===== src/rtl/alr_pkg.sv =====
// Purpose: Shared constants for the converter, detector and audio record controller
// Assumes: 32-bit register port, byte addresses, 250 MHz system clock
// Notes:   Offsets are byte addresses of aligned words
`default_nettype none

package alr_pkg;

  // ----------------------------------------------------------------
  // Bus and register map
  // ----------------------------------------------------------------
  localparam int unsigned ADDR_W = 8;
  localparam logic [ADDR_W-1:0] OFS_CONV_CTRL   = 8'h00;
  localparam logic [ADDR_W-1:0] OFS_CONV_RESULT = 8'h0c;
  localparam logic [ADDR_W-1:0] OFS_DET_CTRL    = 8'h14;
  localparam logic [ADDR_W-1:0] OFS_DET_STATUS  = 8'h18;
  localparam logic [ADDR_W-1:0] OFS_AUDIO_CTRL  = 8'h1c;
  localparam logic [ADDR_W-1:0] OFS_AUDIO_SAMPLE_BUFFER_0  = 8'h20;
  localparam logic [ADDR_W-1:0] OFS_AUDIO_SAMPLE_BUFFER_1  = 8'h24;
  localparam logic [ADDR_W-1:0] OFS_AUDIO_SAMPLE_BUFFER_2  = 8'h28;
  localparam logic [ADDR_W-1:0] OFS_AUDIO_BUF3  = 8'h2c;
  localparam logic [31:0]       RESET_WORD      = 32'h0000_0000;

  // ----------------------------------------------------------------
  // Converter control fields
  // ----------------------------------------------------------------
  localparam int unsigned BIT_DET_IRQ_EN   = 22;
  localparam int unsigned BIT_CONV_IRQ_EN  = 21;
  localparam int unsigned BIT_DET_IRQ      = 19;
  localparam int unsigned BIT_CONV_IRQ     = 18;
  localparam int unsigned BIT_CONV_EN      = 17;
  localparam int unsigned BIT_CONV_RST     = 16;
  localparam int unsigned BIT_CONV_START   = 13;
  localparam int unsigned BIT_RESTART_RD   = 12;
  localparam int unsigned CHAN_LSB         = 9;
  localparam int unsigned BIT_FINISH       = 0;
  localparam int unsigned RESULT_W         = 10;
  localparam logic [2:0]  CHAN_AUDIO_PAIR  = 3'h0;

  // ----------------------------------------------------------------
  // Detector fields
  // ----------------------------------------------------------------
  localparam int unsigned BIT_DET_EN       = 3;
  localparam int unsigned DET_TAPS         = 8;

  // ----------------------------------------------------------------
  // Audio control fields
  // ----------------------------------------------------------------
  localparam int unsigned AUD_INTV_LSB     = 30;
  localparam int unsigned ENG_OFS_LSB      = 26;
  localparam int unsigned BIT_AUD_IRQ      = 9;
  localparam int unsigned BIT_GAIN_EN      = 8;
  localparam int unsigned GAIN_LSB         = 3;
  localparam int unsigned BIT_HIGHPASS     = 2;
  localparam int unsigned BIT_DECIM_EN     = 1;
  localparam int unsigned BIT_FILT_RST     = 0;
  localparam int unsigned SAMPLE_W         = 16;
  localparam int unsigned SAMPLE_SLOTS     = 8;

  // ----------------------------------------------------------------
  // Timing
  // ----------------------------------------------------------------
  localparam int unsigned CLK_MHZ          = 250;
  localparam int unsigned CONV_CLK_MAX_MHZ = 25;
  // Least converter clock period, rounded up to whole system cycles
  localparam int unsigned CONV_DIV_DEF     = (CLK_MHZ + CONV_CLK_MAX_MHZ - 1) / CONV_CLK_MAX_MHZ;
  localparam int unsigned CONV_CYCLES      = 50;

endpackage

`default_nettype wire


===== src/rtl/alr_ctrl.sv =====
// Purpose: Register front end for a 10-bit converter, 8-tap level detector and audio recorder
// Assumes: All inputs synchronous to clk; analog macro samples conv_clk_q while converting
// Notes:   Read data appear in the cycle after the read strobe only
//
// Functional notes
// - Interrupt enables at bits 22 and 21
// - Bit 19 detector pending, write 0 clears
// - Bit 18 conversion pending, write 0 clears
// - Bit 17 block enable, bit 16 block reset
// - Start bit set by software, hardware clears
// - Result read restarts conversion when bit 12
// - Channel field 11:9 selects inputs 2-7
// - Recording uses inputs 0/1, ignores channel
// - Finish bit 0 low while converting
// - Result in bits 9:0, upper zero
// - Detector control bit 3 enables detector
// - Tap field closes exactly one switch
// - Status bit 0 high below reference
// - Interval field sets samples per flag
// - Audio flag set while recording, write 0 clears
// - Bit 8 enables gain and record paths
// - Gain field sets 0-31 dB
// - Bit 2 inserts high-pass filter
// - Bit 1 enables decimation filter, recording
// - Bit 0 holds digital filter reset
// - Four buffer words, two samples each
// - Conversion takes 50 converter clocks
// - Disabled block stops clock, keeps result
// - No normal conversions while recording
`default_nettype none

module alr_ctrl
  import alr_pkg::*;
#(
  parameter int unsigned CONV_DIV = CONV_DIV_DEF
)(
  input  wire logic              clk,
  input  wire logic              rst_n,
  input  wire logic [ADDR_W-1:0] reg_addr,
  input  wire logic [31:0]       reg_wdata,
  input  wire logic              reg_wr,
  input  wire logic              reg_rd,
  output logic      [31:0]       reg_rdata_q,
  output logic                   irq_q,
  output logic                   conv_enable_q,
  output logic                   conv_reset_q,
  output logic                   conv_clk_q,
  output logic                   conv_start_q,
  output logic      [2:0]        conv_channel_q,
  input  wire logic [RESULT_W-1:0] conv_data,
  output logic                   detector_enable_q,
  output logic      [DET_TAPS-1:0] detector_switch_q,
  input  wire logic              detector_below_ref,
  output logic                   gain_path_enable_q,
  output logic      [4:0]        record_gain_db_q,
  output logic                   highpass_enable_q,
  output logic                   decim_enable_q,
  output logic                   filter_reset_q,
  input  wire logic              rec_sample_valid,
  input  wire logic [SAMPLE_W-1:0] rec_sample
);

  // ----------------------------------------------------------------
  // Elaboration checks
  // ----------------------------------------------------------------
  if (CONV_DIV < 2 || CONV_DIV > 255)
  begin : g_bad_div
    $error("CONV_DIV must lie in 2..255");
  end

  // ----------------------------------------------------------------
  // Types and state
  // ----------------------------------------------------------------
  typedef enum logic [1:0] {
    ST_IDLE = 2'b01,
    ST_BUSY = 2'b10
  } alr_state_e;

  alr_state_e          state_q;
  logic                det_irq_en_q;
  logic                conv_irq_en_q;
  logic                det_irq_q;
  logic                conv_irq_q;
  logic                conv_en_q;
  logic                conv_rst_q;
  logic                start_q;
  logic                restart_rd_q;
  logic [2:0]          chan_q;
  logic                finish_q;
  logic                kick_q;
  logic [RESULT_W-1:0] result_q;
  logic [7:0]          div_cnt_q;
  logic [5:0]          cyc_cnt_q;
  logic                det_en_q;
  logic [2:0]          tap_q;
  logic [1:0]          aud_intv_q;
  logic [3:0]          eng_ofs_q;
  logic                aud_irq_q;
  logic                gain_en_q;
  logic [4:0]          gain_q;
  logic                hp_en_q;
  logic                decim_en_q;
  logic                filt_rst_q;
  logic [SAMPLE_W-1:0] samples_q [SAMPLE_SLOTS];
  logic [2:0]          wr_ptr_q;
  logic [3:0]          aud_cnt_q;

  // ----------------------------------------------------------------
  // Decode
  // ----------------------------------------------------------------
  logic wr_conv_ctrl;
  logic wr_det_ctrl;
  logic wr_aud_ctrl;
  logic rd_result;
  logic rec_active;
  logic conv_ok;
  logic go;
  logic div_end;
  logic conv_done;
  logic aud_take;
  logic aud_intv_hit;
  logic [3:0] aud_intv_n;

  assign wr_conv_ctrl = reg_wr && (reg_addr == OFS_CONV_CTRL);
  assign wr_det_ctrl  = reg_wr && (reg_addr == OFS_DET_CTRL);
  assign wr_aud_ctrl  = reg_wr && (reg_addr == OFS_AUDIO_CTRL);
  assign rd_result    = reg_rd && (reg_addr == OFS_CONV_RESULT);
  // Recording owns the converter while the decimation filter runs
  assign rec_active   = decim_en_q && !filt_rst_q;
  assign conv_ok      = conv_en_q && !conv_rst_q && !rec_active;
  assign go           = (state_q == ST_IDLE) && conv_ok && (start_q || kick_q);
  assign div_end      = div_cnt_q == 8'(CONV_DIV - 1);
  assign conv_done    = (state_q == ST_BUSY) && conv_ok && div_end
                        && (cyc_cnt_q == 6'(CONV_CYCLES - 1));
  assign aud_take     = rec_active && gain_en_q && rec_sample_valid;
  assign aud_intv_n   = 4'h1 << aud_intv_q;
  assign aud_intv_hit = aud_take && ((aud_cnt_q + 4'h1) == aud_intv_n);

  // ----------------------------------------------------------------
  // Converter control register
  // ----------------------------------------------------------------
  always_ff @(posedge clk)
  begin
    if (!rst_n)
    begin
      det_irq_en_q  <= 1'b0;
      conv_irq_en_q <= 1'b0;
      conv_en_q     <= 1'b0;
      conv_rst_q    <= 1'b0;
      restart_rd_q  <= 1'b0;
      chan_q        <= 3'h0;
    end
    else if (wr_conv_ctrl)
    begin
      det_irq_en_q  <= reg_wdata[BIT_DET_IRQ_EN];
      conv_irq_en_q <= reg_wdata[BIT_CONV_IRQ_EN];
      conv_en_q     <= reg_wdata[BIT_CONV_EN];
      conv_rst_q    <= reg_wdata[BIT_CONV_RST];
      restart_rd_q  <= reg_wdata[BIT_RESTART_RD];
      chan_q        <= reg_wdata[CHAN_LSB +: 3];
    end
  end

  // Pending bits: a hardware set in the clearing cycle wins
  always_ff @(posedge clk)
  begin
    if (!rst_n)
    begin
      det_irq_q  <= 1'b0;
      conv_irq_q <= 1'b0;
    end
    else
    begin
      if (det_en_q && detector_below_ref)
        det_irq_q <= 1'b1;
      else if (wr_conv_ctrl && !reg_wdata[BIT_DET_IRQ])
        det_irq_q <= 1'b0;
      if (conv_done)
        conv_irq_q <= 1'b1;
      else if (wr_conv_ctrl && !reg_wdata[BIT_CONV_IRQ])
        conv_irq_q <= 1'b0;
    end
  end

  // Start bit: software may only set it
  always_ff @(posedge clk)
  begin
    if (!rst_n)
      start_q <= 1'b0;
    else if (conv_done || conv_rst_q)
      start_q <= 1'b0;
    else if (wr_conv_ctrl && reg_wdata[BIT_CONV_START])
      start_q <= 1'b1;
  end

  // Result read restart, held until the converter can take it
  always_ff @(posedge clk)
  begin
    if (!rst_n)
      kick_q <= 1'b0;
    else if (rd_result && restart_rd_q && !rec_active)
      kick_q <= 1'b1;
    else if (go || conv_rst_q)
      kick_q <= 1'b0;
  end

  // ----------------------------------------------------------------
  // Conversion sequencer
  // ----------------------------------------------------------------
  always_ff @(posedge clk)
  begin
    if (!rst_n)
    begin
      state_q   <= ST_IDLE;
      div_cnt_q <= 8'h00;
      cyc_cnt_q <= 6'h00;
    end
    else
    begin
      case (state_q)
        ST_IDLE:
        begin
          div_cnt_q <= 8'h00;
          cyc_cnt_q <= 6'h00;
          if (go)
            state_q <= ST_BUSY;
        end
        ST_BUSY:
        begin
          // Disable, reset or recording abandons the conversion
          if (!conv_ok || conv_done)
            state_q <= ST_IDLE;
          div_cnt_q <= div_end ? 8'h00 : div_cnt_q + 8'h01;
          if (div_end)
            cyc_cnt_q <= cyc_cnt_q + 6'h01;
        end
        default:
          state_q <= ST_IDLE;
      endcase
    end
  end

  // Result survives disable; only a finished conversion replaces it
  always_ff @(posedge clk)
  begin
    if (!rst_n)
    begin
      result_q <= '0;
      finish_q <= 1'b0;
    end
    else if (conv_done)
    begin
      result_q <= conv_data;
      finish_q <= 1'b1;
    end
    else if (go)
      finish_q <= 1'b0;
  end

  // Converter-side pins; clock runs only during a conversion
  always_ff @(posedge clk)
  begin
    if (!rst_n)
    begin
      conv_enable_q  <= 1'b0;
      conv_reset_q   <= 1'b0;
      conv_clk_q     <= 1'b0;
      conv_start_q   <= 1'b0;
      conv_channel_q <= 3'h0;
    end
    else
    begin
      conv_enable_q  <= conv_en_q;
      conv_reset_q   <= conv_rst_q;
      conv_clk_q     <= (state_q == ST_BUSY) && !conv_done && conv_ok
                        && (div_cnt_q < 8'(CONV_DIV / 2));
      conv_start_q   <= go;
      conv_channel_q <= rec_active ? CHAN_AUDIO_PAIR : chan_q;
    end
  end

  // ----------------------------------------------------------------
  // Level detector
  // ----------------------------------------------------------------
  always_ff @(posedge clk)
  begin
    if (!rst_n)
    begin
      det_en_q <= 1'b0;
      tap_q    <= 3'h0;
    end
    else if (wr_det_ctrl)
    begin
      det_en_q <= reg_wdata[BIT_DET_EN];
      tap_q    <= reg_wdata[2:0];
    end
  end

  always_ff @(posedge clk)
  begin
    if (!rst_n)
      detector_enable_q <= 1'b0;
    else
      detector_enable_q <= det_en_q;
  end

  for (genvar t = 0; t < DET_TAPS; t++)
  begin : g_tap
    always_ff @(posedge clk)
    begin
      if (!rst_n)
        detector_switch_q[t] <= 1'b0;
      else
        detector_switch_q[t] <= (tap_q == 3'(t));
    end
  end

  // ----------------------------------------------------------------
  // Audio record control
  // ----------------------------------------------------------------
  always_ff @(posedge clk)
  begin
    if (!rst_n)
    begin
      aud_intv_q <= 2'h0;
      eng_ofs_q  <= 4'h0;
      gain_en_q  <= 1'b0;
      gain_q     <= 5'h00;
      hp_en_q    <= 1'b0;
      decim_en_q <= 1'b0;
      filt_rst_q <= 1'b0;
    end
    else if (wr_aud_ctrl)
    begin
      aud_intv_q <= reg_wdata[AUD_INTV_LSB +: 2];
      eng_ofs_q  <= reg_wdata[ENG_OFS_LSB +: 4];
      gain_en_q  <= reg_wdata[BIT_GAIN_EN];
      gain_q     <= reg_wdata[GAIN_LSB +: 5];
      hp_en_q    <= reg_wdata[BIT_HIGHPASS];
      decim_en_q <= reg_wdata[BIT_DECIM_EN];
      filt_rst_q <= reg_wdata[BIT_FILT_RST];
    end
  end

  always_ff @(posedge clk)
  begin
    if (!rst_n)
    begin
      gain_path_enable_q <= 1'b0;
      record_gain_db_q   <= 5'h00;
      highpass_enable_q  <= 1'b0;
      decim_enable_q     <= 1'b0;
      filter_reset_q     <= 1'b0;
    end
    else
    begin
      gain_path_enable_q <= gain_en_q;
      record_gain_db_q   <= gain_q;
      highpass_enable_q  <= hp_en_q;
      decim_enable_q     <= decim_en_q;
      filter_reset_q     <= filt_rst_q;
    end
  end

  // Sample ring: slot order is recording order, restarting at slot 0
  always_ff @(posedge clk)
  begin
    if (!rst_n || !rec_active)
    begin
      wr_ptr_q  <= 3'h0;
      aud_cnt_q <= 4'h0;
    end
    else if (aud_take)
    begin
      wr_ptr_q  <= wr_ptr_q + 3'h1;
      aud_cnt_q <= aud_intv_hit ? 4'h0 : aud_cnt_q + 4'h1;
    end
  end

  for (genvar s = 0; s < SAMPLE_SLOTS; s++)
  begin : g_slot
    always_ff @(posedge clk)
    begin
      if (!rst_n)
        samples_q[s] <= '0;
      else if (aud_take && (wr_ptr_q == 3'(s)))
        samples_q[s] <= rec_sample;
    end
  end

  always_ff @(posedge clk)
  begin
    if (!rst_n)
      aud_irq_q <= 1'b0;
    else if (aud_intv_hit)
      aud_irq_q <= 1'b1;
    else if (wr_aud_ctrl && !reg_wdata[BIT_AUD_IRQ])
      aud_irq_q <= 1'b0;
  end

  // ----------------------------------------------------------------
  // Interrupt request
  // ----------------------------------------------------------------
  always_ff @(posedge clk)
  begin
    if (!rst_n)
      irq_q <= 1'b0;
    else
      irq_q <= (det_irq_q && det_irq_en_q)
               || ((conv_irq_q || aud_irq_q) && conv_irq_en_q);
  end

  // ----------------------------------------------------------------
  // Read port
  // ----------------------------------------------------------------
  logic [31:0] rd_word;

  always_comb
  begin
    rd_word = RESET_WORD;
    case (reg_addr)
      OFS_CONV_CTRL:
      begin
        rd_word[BIT_DET_IRQ_EN]  = det_irq_en_q;
        rd_word[BIT_CONV_IRQ_EN] = conv_irq_en_q;
        rd_word[BIT_DET_IRQ]     = det_irq_q;
        rd_word[BIT_CONV_IRQ]    = conv_irq_q;
        rd_word[BIT_CONV_EN]     = conv_en_q;
        rd_word[BIT_CONV_RST]    = conv_rst_q;
        rd_word[BIT_CONV_START]  = start_q;
        rd_word[BIT_RESTART_RD]  = restart_rd_q;
        rd_word[CHAN_LSB +: 3]   = chan_q;
        rd_word[BIT_FINISH]      = finish_q;
      end
      OFS_CONV_RESULT: rd_word[RESULT_W-1:0] = result_q;
      OFS_DET_CTRL:
      begin
        rd_word[BIT_DET_EN] = det_en_q;
        rd_word[2:0]        = tap_q;
      end
      OFS_DET_STATUS:  rd_word[0] = det_en_q && detector_below_ref;
      OFS_AUDIO_CTRL:
      begin
        rd_word[AUD_INTV_LSB +: 2] = aud_intv_q;
        rd_word[ENG_OFS_LSB +: 4]  = eng_ofs_q;
        rd_word[BIT_AUD_IRQ]       = aud_irq_q;
        rd_word[BIT_GAIN_EN]       = gain_en_q;
        rd_word[GAIN_LSB +: 5]     = gain_q;
        rd_word[BIT_HIGHPASS]      = hp_en_q;
        rd_word[BIT_DECIM_EN]      = decim_en_q;
        rd_word[BIT_FILT_RST]      = filt_rst_q;
      end
      OFS_AUDIO_SAMPLE_BUFFER_0:  rd_word = {samples_q[1], samples_q[0]};
      OFS_AUDIO_SAMPLE_BUFFER_1:  rd_word = {samples_q[3], samples_q[2]};
      OFS_AUDIO_SAMPLE_BUFFER_2:  rd_word = {samples_q[5], samples_q[4]};
      OFS_AUDIO_BUF3:  rd_word = {samples_q[7], samples_q[6]};
      default:         rd_word = RESET_WORD;
    endcase
  end

  // Data stand for exactly one cycle after the strobe
  always_ff @(posedge clk)
  begin
    if (!rst_n)
      reg_rdata_q <= RESET_WORD;
    else
      reg_rdata_q <= reg_rd ? rd_word : RESET_WORD;
  end

endmodule

`default_nettype wire


===== config.mk =====
export PLATFORM = sky130hd
export DESIGN_NAME = alr_ctrl
export DESIGN_NICKNAME = d
export VERILOG_FILES = /design/src/rtl/alr_pkg.sv /design/src/rtl/alr_ctrl.sv
export SDC_FILE = /design/constraint.sdc
export NUM_CORES = 1
export LEC_CHECK = 0
export ABC_AREA = 1
export BUFFER_PORTS_ARGS = -buffer_cell sky130_fd_sc_hd__buf_2
export CAP_MARGIN = 20
export CORE_MARGIN = 1.5
export CORE_UTILIZATION = 40
export CTS_BUF_LIST = sky130_fd_sc_hd__clkbuf_4
export CTS_CLUSTER_SIZE = 14
export DETAILED_ROUTE_END_ITERATION = 10
export PLACE_DENSITY = 0.7
export SLEW_MARGIN = 20
export SYNTH_ARGS = -nofsm -noshare
export SYNTH_HDL_FRONTEND = slang
export SYNTH_SLANG_ARGS = --single-unit

===== constraint.sdc =====
create_clock -name clk -period 1.9 [get_ports clk]
set_input_delay 0.095 -clock clk [delete_from_list [all_inputs] [get_ports clk]]
set_output_delay 0.095 -clock clk [all_outputs]
set_load 0.02 [all_outputs]

### Word level (Yosys, flattened, before mapping)

Memories as Yosys holds them, arrays and structs flattened.
Index checks and enable logic that the tools add are counted.

* bits in read-only memories: 0
* memories kept: 1
* word-level logic and storage cells: 221
* output and inout port bits: 58
* register bits after elaboration: 124
* latch bits: 0
* bits in writable memories: 128
* input port bits: 72

Memories
* samples_q: depth 8, bits a word 16, read ports 8, clocked after Yosys merged registers in 0, write ports 8, line alr_ctrl.sv:104 `logic [SAMPLE_W-1:0] samples_q [SAMPLE_SLOTS];`

* shift operators: 1
* reduce and logical (&&, ||, !) cells: 65
* $mul: 0
* equal/unequal tests: 30
* $add $sub $neg: 4
* multiplexer cells: 62
* bitwise logic cells: 9
* $lt $le $gt $ge: 1
* div/mod/pow operators: 0

Operators with widths (number)
* two-way mux 16 bit: 8
* case mux 4 bit (5 select lines): 2
* logical AND 1 bit: 35
* two-way mux 1 bit: 35
* equality test 8 x 6 -> 1 bit, second input constant: 4
* case mux 5 bit (6 select lines): 1
* case mux 6 bit (5 select lines): 1
* equality test 3 bit, second input constant: 8
* equality test 8 x 5 -> 1 bit, second input constant: 3
* case mux 3 bit (7 select lines): 1
* equality test 8 x 4 -> 1 bit, second input constant: 2
* case mux 8 bit (2 select lines): 1
* equality test 3 x 2 -> 1 bit, second input constant: 4
* case mux 3 bit (4 select lines): 1
* case mux 6 bit (2 select lines): 1
* nonzero test 2 bit: 6
* case mux 2 bit (5 select lines): 1
* logical NOT 1 bit: 9
* case mux 1 bit (9 select lines): 1
* adder 8 x 1 -> 8 bit, second input constant: 1
* logical NOT 8 bit: 1
* < comparator 8 x 3 -> 1 bit, second input constant: 1
* two-way mux 8 bit: 1
* bitwise OR 1 bit: 8
* other kinds (23): 36

### Logic depth before layout (Yosys ltp)

Gate-level depths: netlist of run 1.

* depth after elaboration: 11
* depth in mapped cells: 10
* depth with buffers taken out: 10

### Least setup slack after synthesis of run 1

Ideal clock, no wire load.

* path kind: register to register
* from: reg filt_rst_q
* to: mem samples_q[0][0] (enable)
* period minus slack after synthesis: 1.791 ns
* setup slack: 0.109 ns
* data arrival time: 1.419 ns
* library setup time: 0.372 ns
* required time: 1.528 ns
* buffers on the path: 2
* cell stages (with the launch flop): 8
* path through: dfxtp_1 > inv_1 > nand2_4 > nor2_8 > buf_6 > buf_2 > nand3_1 > nand2_1

RTL lines
* start: declaration: line alr_ctrl.sv:103 `logic filt_rst_q;`
* start signal: assignment: line alr_ctrl.sv:341 `filt_rst_q <= reg_wdata[BIT_FILT_RST];`
* end: declaration: line alr_ctrl.sv:104

### Worst setup path after layout of run 1

* from: in reg_wr
* to: reg gain_en_q

* longest elaborated chain between the ends: 1

RTL lines
* start: declaration: line alr_ctrl.sv:41 `input wire logic reg_wr,`
* logical AND 1 bit: line alr_ctrl.sv:126 `assign wr_aud_ctrl = reg_wr && (reg_addr == OFS_AUDIO_CTRL);`
* end signal: assignment: line alr_ctrl.sv:337 `gain_en_q <= reg_wdata[BIT_GAIN_EN];`
* end: declaration: line alr_ctrl.sv:99 `logic gain_en_q;`

No other way between the ends.
A chain may end at the register's enable or synchronous reset.

==> metrics.md, run 1 <==
| Metric | Value |
|---|---|
| Status | finished, final reports clean |
| VDD IR max | 0.0005437 V |
| Post-synth cell types | 37 |
| Worst Hold Class | input port to flip-flop |
| Top Family by Delay on Critical Path | buffers and inverters |
| CP Buf/Inv Count | 4 |
| Detail-routed via count per cell | 4.970 |
| Synth warnings | 0 |
| Tot GR Track Use | 21.57% |
| Clock Path Buffers | 3 |
| H-tree levels | 2 |
| # clock sinks | 252 |
| Mapped Area | 10480 µm² |
| Placed Cells | 1612 |
| Fmax | 538.0 MHz |
| Leakage | 5.761 nW |
| Final setup viols | 0 |
| Total CTS buffers | 61 |
| Final cell count without fillers | 1822 |
| Final setup skew | 0.05907 ns |
| Pwr/cell area | 847.8 nW/µm² |
| RSZ-0062 raised after global routing | false |
| Router iterations before antenna repair | 8 |
| Critical path's slowest cell | dlygate4sd3_1 |
| Vias in the first global route | 8721 |
| Crit path largest cell delay | 0.59 ns |
| CP endpoint kind | flip-flop |
| Final Cycle Share | 97.83% |
| Max FO, Critical Path | 21 |
| Die Area | 27180 µm² |
| Starting Density | 40.45% |
| Final Hold Fails | 0 |
| Setup crit start kind | input port |
| Worst Max-Slew Pin Slew | 0.5633 ns |
| Setup CP Type | input port to flip-flop |
| Critical Path AT | 2.44 ns |
| Max cap viols | 0 |
| Vias | 9056 |
| Die W | 164.9 µm |
| Detailed router's first-iteration violation count | 845 |
| Worst-path cell chain | dlygate4sd3_1 > clkbuf_4 > nand2_8 > o21ai_0 > dlygate4sd3_1 > a21oi_1 > dlygate4sd3_1 |
| Gr ovfl total | 0 |
| Fillers | 2288 |
| # IOs | 130 |
| CTS tree | built |
| Slew headroom | 62.40% |
| Die H | 164.9 µm |
| Commonest non-fill, non-tap cell in the layout | nand2_1 |
| Worst-path clk slew | 0.07 ns |
| I/O Buffers | 123 |
| Post-layout min period | 1.859 ns |
| Final #Nets | 1519 |
| Number of synthesized register bits | 252 |
| Final HPWL DP | 18.93 mm |
| First-pass GRT wire length | 44.55 mm |
| Final Instance Area | 13460 µm² |
| Most frequent cells in the layout | 277 x nand2_1, 242 x nor2_1, 128 x edfxtp_1 |
| Post-synthesis cell count | 1159 |
| Largest net degree at the start of global routing | 33 |
| Fin Setup TNS | 0 ns |
| Share of layout cells above drive strength 1 | 20.19% |
| Post-synthesis sequential area ratio | 60.36% |
| Multi-input logic area | 3565 µm² |
| Detailed Route WL | 29.25 mm |
| Synthesis-to-finish area growth | 28.39% |
| Worst EP required | 2.48 ns |
| Initial antenna violation count | 1 |
| Slew Limit Fails | 0 |
| Syn_nets | 1245 |
| Clk Tree Root Cell | clkbuf_4 |
| Synth Area per Inst | 9.043 µm² |
| Core ar. | 25910 µm² |
| CP most frequent cell | dlygate4sd3_1 |
| GP Congestion | 0.8575 |
| Area after DPL | 11670 µm² |
| FF+latch area | 6327 µm² |
| Cell row count | 59 |
| DR WL/cell | 16.05 µm |
| Number of nets still failing antenna checks after routing | 0 |
| DRC errors left | 0 |
| Worst skew pair latency | 0.73 ns |
report_power, final:
part / internal, mW / leakage (nW) / switching, mW
logic: 0.331 / 3.00 / 0.563
registers: 5.85 / 2.27 / 0.0642
clock network: 2.37 / 0.489 / 2.23
total: 8.55 / 5.76 / 2.86
timing repair:
item | 4_1_cts | 5_1_grt
resized for setup | 0 | 9
setup endpoints to repair | 0 | 8
hold endpoints to repair | 211 | 6
setup buffers | 0 | 1
hold buffers | 91 | 1
worst min-delay path, delay by kind of cell:
| family | cells | cell delay, ns |
|---|---|---|
| and+or+nand+nor | 4 | 0.34 |
| buffers and inverters | 1 | 0.14 |
| AOI/OAI and AO/OA | 1 | 0.09 |
final timing paths:
kind                             startpoint                      endpoint  slack, ns  depth (start not counted)
min reg2reg            hp_en_q$_SDFFE_PN0N_  highpass_enable_q$_SDFF_PN0_       0.43                          2
max                                  reg_wr        gain_en_q$_SDFFE_PN0N_       0.04                          7
min                             reg_addr[0]        chan_q[0]$_SDFFE_PN0N_       0.02                          6
max reg2reg  samples_q[0][32]$_SDFFCE_PN0P_     reg_rdata_q[0]$_SDFF_PN0_       0.05                          6
Yosys cell counts (all sizes together):
| cell | number | area, µm² |
|---|---|---|
| nor3b | 1 | 7.510 |
| o21ai | 61 | 312.8 |
| a211oi | 1 | 7.510 |
| nand3 | 63 | 370.4 |
| nor4 | 1 | 6.260 |
| clkinv | 1 | 3.750 |
| xor2 | 2 | 17.52 |
| nor2 | 255 | 1052 |
| nand3b | 1 | 7.510 |
| dfxtp | 124 | 2482 |
| edfxtp | 128 | 3844 |
| nand2 | 284 | 1094 |
| o22ai | 1 | 6.260 |
| inv | 97 | 364.1 |
| ha | 14 | 175.2 |
| o211ai | 3 | 22.52 |
| nand4 | 14 | 125.1 |
| a21oi | 61 | 305.3 |
| nor3 | 5 | 25.02 |
| buf | 28 | 191.4 |
| clkbuf | 12 | 45.04 |
| xnor2 | 1 | 8.760 |
| o21a | 1 | 7.510 |
through the flow:
| step | util, % | hold slack [ns] | power [mW] | setup WS (ns) |
|---|---|---|---|---|
| 3_3_place_gp | 45.03 | 0.3627 | 6.765 | 0.2949 |
| 6_report | 51.93 | 0.01818 | 11.41 | 0.04127 |
| 3_5_place_dp | 45.03 | 0.3647 | 6.794 | 0.2442 |
| 2_1_floorplan | - | 0.2389 | 6.485 | 0.1093 |
| 4_1_cts | 51.72 | 0.007072 | 11.45 | 0.03033 |
| 5_1_grt | 51.93 | 0.01702 | 11.87 | 0.008943 |
area by class of cell:
cell class,instances,share of cell area (%)
Antenna cell,1,0.01860
Sequential cell,252,47.02
Inverter,98,2.734
Timing Repair Buffer,251,14.51
Clock buffer,92,5.132
Multi-Input combinational cell,769,26.49
Clock inverter,24,0.9763
Tap cell,335,3.115
routing by layer:
metal	wire length, µm	part of all wire [%]	global-route usage, %
met1	11930	41	26.68
met2	14010	48	36.31
met3	2137	7.3	3.415
met4	1176	4.0	11.30
met5	0	0	0
cell families (layout without fill, tap and decap cells):
kind of cell	count (synthesis)	count (layout)	share of synthesized area, %
AND/OR/NAND/NOR	624	624	25.64
flip-flops	252	252	60.36
buffers and inverters	138	465	5.766
AO/OA/AOI/OAI	128	128	6.315
adder cells (fa/ha/maj)	14	14	1.671
XOR/XNOR	3	3	0.2507
other	0	1	0
sequential cells by signal, summed over array words and instances, names as in the netlist, 5 cells and up:
signal / cells
div_cnt_q: 8
samples_q: 128
result_q: 10
reg_rdata_q: 32
cyc_cnt_q: 6
gain_q: 5
detector_switch_q: 8
record_gain_db_q: 5
No activity file was read; power rests on OpenSTA's default activity.
==> inputs of run 2 (changes only) <==
--- a/config.mk
+++ b/config.mk
@@ -13,7 +13,8 @@
 export CTS_BUF_LIST = sky130_fd_sc_hd__clkbuf_4
 export CTS_CLUSTER_SIZE = 14
 export DETAILED_ROUTE_END_ITERATION = 10
-export PLACE_DENSITY = 0.7
+export MAX_ROUTING_LAYER = met4
+export PLACE_DENSITY = 0.72
 export SLEW_MARGIN = 20
 export SYNTH_ARGS = -nofsm -noshare
 export SYNTH_HDL_FRONTEND = slang
==> constraint.sdc (replaced) <==
create_clock -name clk -period 1.65 [get_ports clk]
set_input_delay 0.0825 -clock clk [delete_from_list [all_inputs] [get_ports clk]]
set_output_delay 0.0825 -clock clk [all_outputs]
set_load 0.02 [all_outputs]
==> metrics.md, run 2 (synthesis gave the netlist of run 1 again) <==
| Metric | Value |
|---|---|
| Max reg flops | 128 |
| DRC errors left | 0 |
| Final Cycle Share | 98.96% |
| Max cap viols | 0 |
| Setup CP Type | input port to flip-flop |
| CP Buf/Inv Count | 5 |
| Leakage | 5.889 nW |
| Critical Path AT | 2.20 ns |
| Fin worst setup slack | 0.01708 ns |
| Number of nets still failing antenna checks after routing | 0 |
| Final setup skew | 0.06960 ns |
| Clk Tree Root Cell | clkbuf_4 |
| RR Startpoint | filt_rst_q$_SDFFE_PN0N_ |
| Status | finished, final reports clean |
| Worst Reg-to-Reg Cells | 8 |
| Largest net degree at the start of global routing | 44 |
| Final setup viols | 0 |
| Tot GR Track Use | 22.50% |
| CTS tree | built |
| Gr ovfl total | 0 |
| Die Area | 27180 µm² |
| Worst-path cell chain | buf_2 > nor2_4 > nand3_2 > inv_2 > buf_4 > nand3_1 > dlygate4sd3_1 > o21ai_1 > dlygate4sd3_1 > a21oi_1 |
| Detailed router's first-iteration violation count | 910 |
| Detail-routed via count per cell | 5.005 |
| CP endpoint kind | flip-flop |
| Total CTS buffers | 61 |
| # IOs | 130 |
| Largest registers | samples_q: 128 flops, reg_rdata_q: 32 flops, result_q: 10 flops |
| Die H | 164.9 µm |
| Post-layout min period | 1.633 ns |
| Worst skew pair latency | 0.73 ns |
| Starting Density | 40.45% |
| Fmax | 612.4 MHz |
| Commonest non-fill, non-tap cell in the layout | nand2_1 |
| Clock Path Buffers | 3 |
| Placement Setup Slack | 0.04116 ns |
| Final cell count without fillers | 1848 |
| R2r setup slk | 0.04 ns |
| Core Util, Final | 53.40% |
| Worst-path clk slew | 0.08 ns |
| CP most frequent cell | dlygate4sd3_1 |
| Final Hold Fails | 0 |
| Final #Nets | 1555 |
| Die W | 164.9 µm |
| Synthesis-to-finish area growth | 32.00% |
| Setup crit start kind | input port |
| First-pass GRT wire length | 45.22 mm |
| Biggest register | samples_q |
| Fillers | 2225 |
| Max FO, Critical Path | 5 |
| Levels on crit path | 10 |
| Share of layout cells above drive strength 1 | 21.43% |
| Worst Max-Slew Pin Slew | 0.7036 ns |
| Critical path's slowest cell | dlygate4sd3_1 |
| Placed Cells | 1619 |
| Worst setup path endpoint | tap_q[0]$_SDFFE_PN0P_ |
| Cell row count | 59 |
| Detailed Route WL | 29.95 mm |
| Crit path largest cell delay | 0.58 ns |
| Router iterations before antenna repair | 7 |
| Slew Limit Fails | 0 |
| DR WL/cell | 16.21 µm |
| # clock sinks | 252 |
| Vias | 9250 |
| RSZ-0062 raised after global routing | true |
| Slew headroom | 53.09% |
| Initial antenna violation count | 1 |
| VDD IR max | 0.0005257 V |
| Core ar. | 25910 µm² |
| Pwr/cell area | 939.8 nW/µm² |
| Vias in the first global route | 8826 |
| H-tree levels | 2 |
| Worst Hold Class | input port to flip-flop |
| GP Congestion | 0.8999 |
| I/O Buffers | 123 |
| Most frequent cells in the layout | 277 x nand2_1, 240 x nor2_1, 128 x edfxtp_1 |
| Critical R2R Capture | samples_q[0][11]$_SDFFCE_PN0P_ |
| Top Family by Delay on Critical Path | buffers and inverters |
| CP startpoint | reg_addr[6] |
| Final HPWL DP | 18.89 mm |
| Worst EP required | 2.22 ns |
[run 2: cell count changes in the layout (fill, tap and decap cells not counted), sizes merged, moves of 2 or more]
cell,previous run,this run
nor2,255,257
dlygate4sd3,92,107
clkbuf,94,92
clkinv,22,12
dlymetal6s4s,0,2
buf,157,175
[run 2: worst min-delay path by stage]
stage,to,startpoint,slack [ns],cells past startpoint
2_1_floorplan,start_q$_SDFFE_PP0P_,reg_wdata[13],0.23,2
3_3_place_gp,result_q[4]$_SDFFE_PN0P_,conv_data[4],0.34,3
3_5_place_dp,result_q[8]$_SDFFE_PN0P_,conv_data[8],0.34,3
4_1_cts,reg_rdata_q[0]$_SDFF_PN0_,reg_addr[1],0.0002,8
5_1_grt,result_q[2]$_SDFFE_PN0P_,rst_n,0.04,5
6_report,reg_rdata_q[0]$_SDFF_PN0_,reg_addr[0],0.05,8
[run 2: metal layers]
layer,up-vias,part of all wire [%],GRT usage [%]
li1,4428,-,-
met1,4278,40,27.11
met2,469,48,36.57
met3,75,8.4,3.993
met4,0,3.7,10.81
met5,-,0,-
[run 2: cell type report]
type                       count  area [µm²]  area share, %
tap                          335       419.2          3.029
sequential                   252        6329          45.74
clock buffer                  92       690.7          4.992
timing repair buffer         284        2322          16.78
antenna                        1       2.502        0.01809
clock inverter                14       91.34         0.6602
multi-input combinational    772        3610          26.09
inverter                      98       371.6          2.686
[run 2: repair_timing]
item,4_1_cts,5_1_grt
endpoints found under the setup margin,0,179
setup buffers,0,10
hold buffers,110,0
hold endpoints to repair,213,0
gates resized for setup,0,26
[run 2: through the flow]
| step | hold WS (ns) | area [µm²] | power [mW] | setup TNS [ns] |
|---|---|---|---|---|
| 6_report | 0.04540 | 13840 | 13.00 | 0 |
| 2_1_floorplan | 0.2264 | 10480 | 7.467 | -12.59 |
| 3_3_place_gp | 0.3353 | 11800 | 7.797 | 0 |
| 4_1_cts | 0.0001787 | 13680 | 13.06 | 0 |
| 3_5_place_dp | 0.3357 | 11800 | 7.818 | 0 |
| 5_1_grt | 0.03911 | 13840 | 13.51 | -0.03979 |
[run 2: power by group]
| group | internal, mW | switching [mW] |
|---|---|---|
| sequential | 6.74 | 0.0749 |
| clock | 2.69 | 2.44 |
| combinational | 0.415 | 0.649 |
| total | 9.84 | 3.16 |
[run 2: worst reg2reg max path, cell delays in order (launching register included)]
cell     delay [ns]
dfxtp_1        0.36
inv_2          0.07
nand2_4        0.13
buf_4          0.15
nor2_4         0.04
buf_12         0.16
nand4_2        0.07
buf_4          0.25
nor2_1         0.07
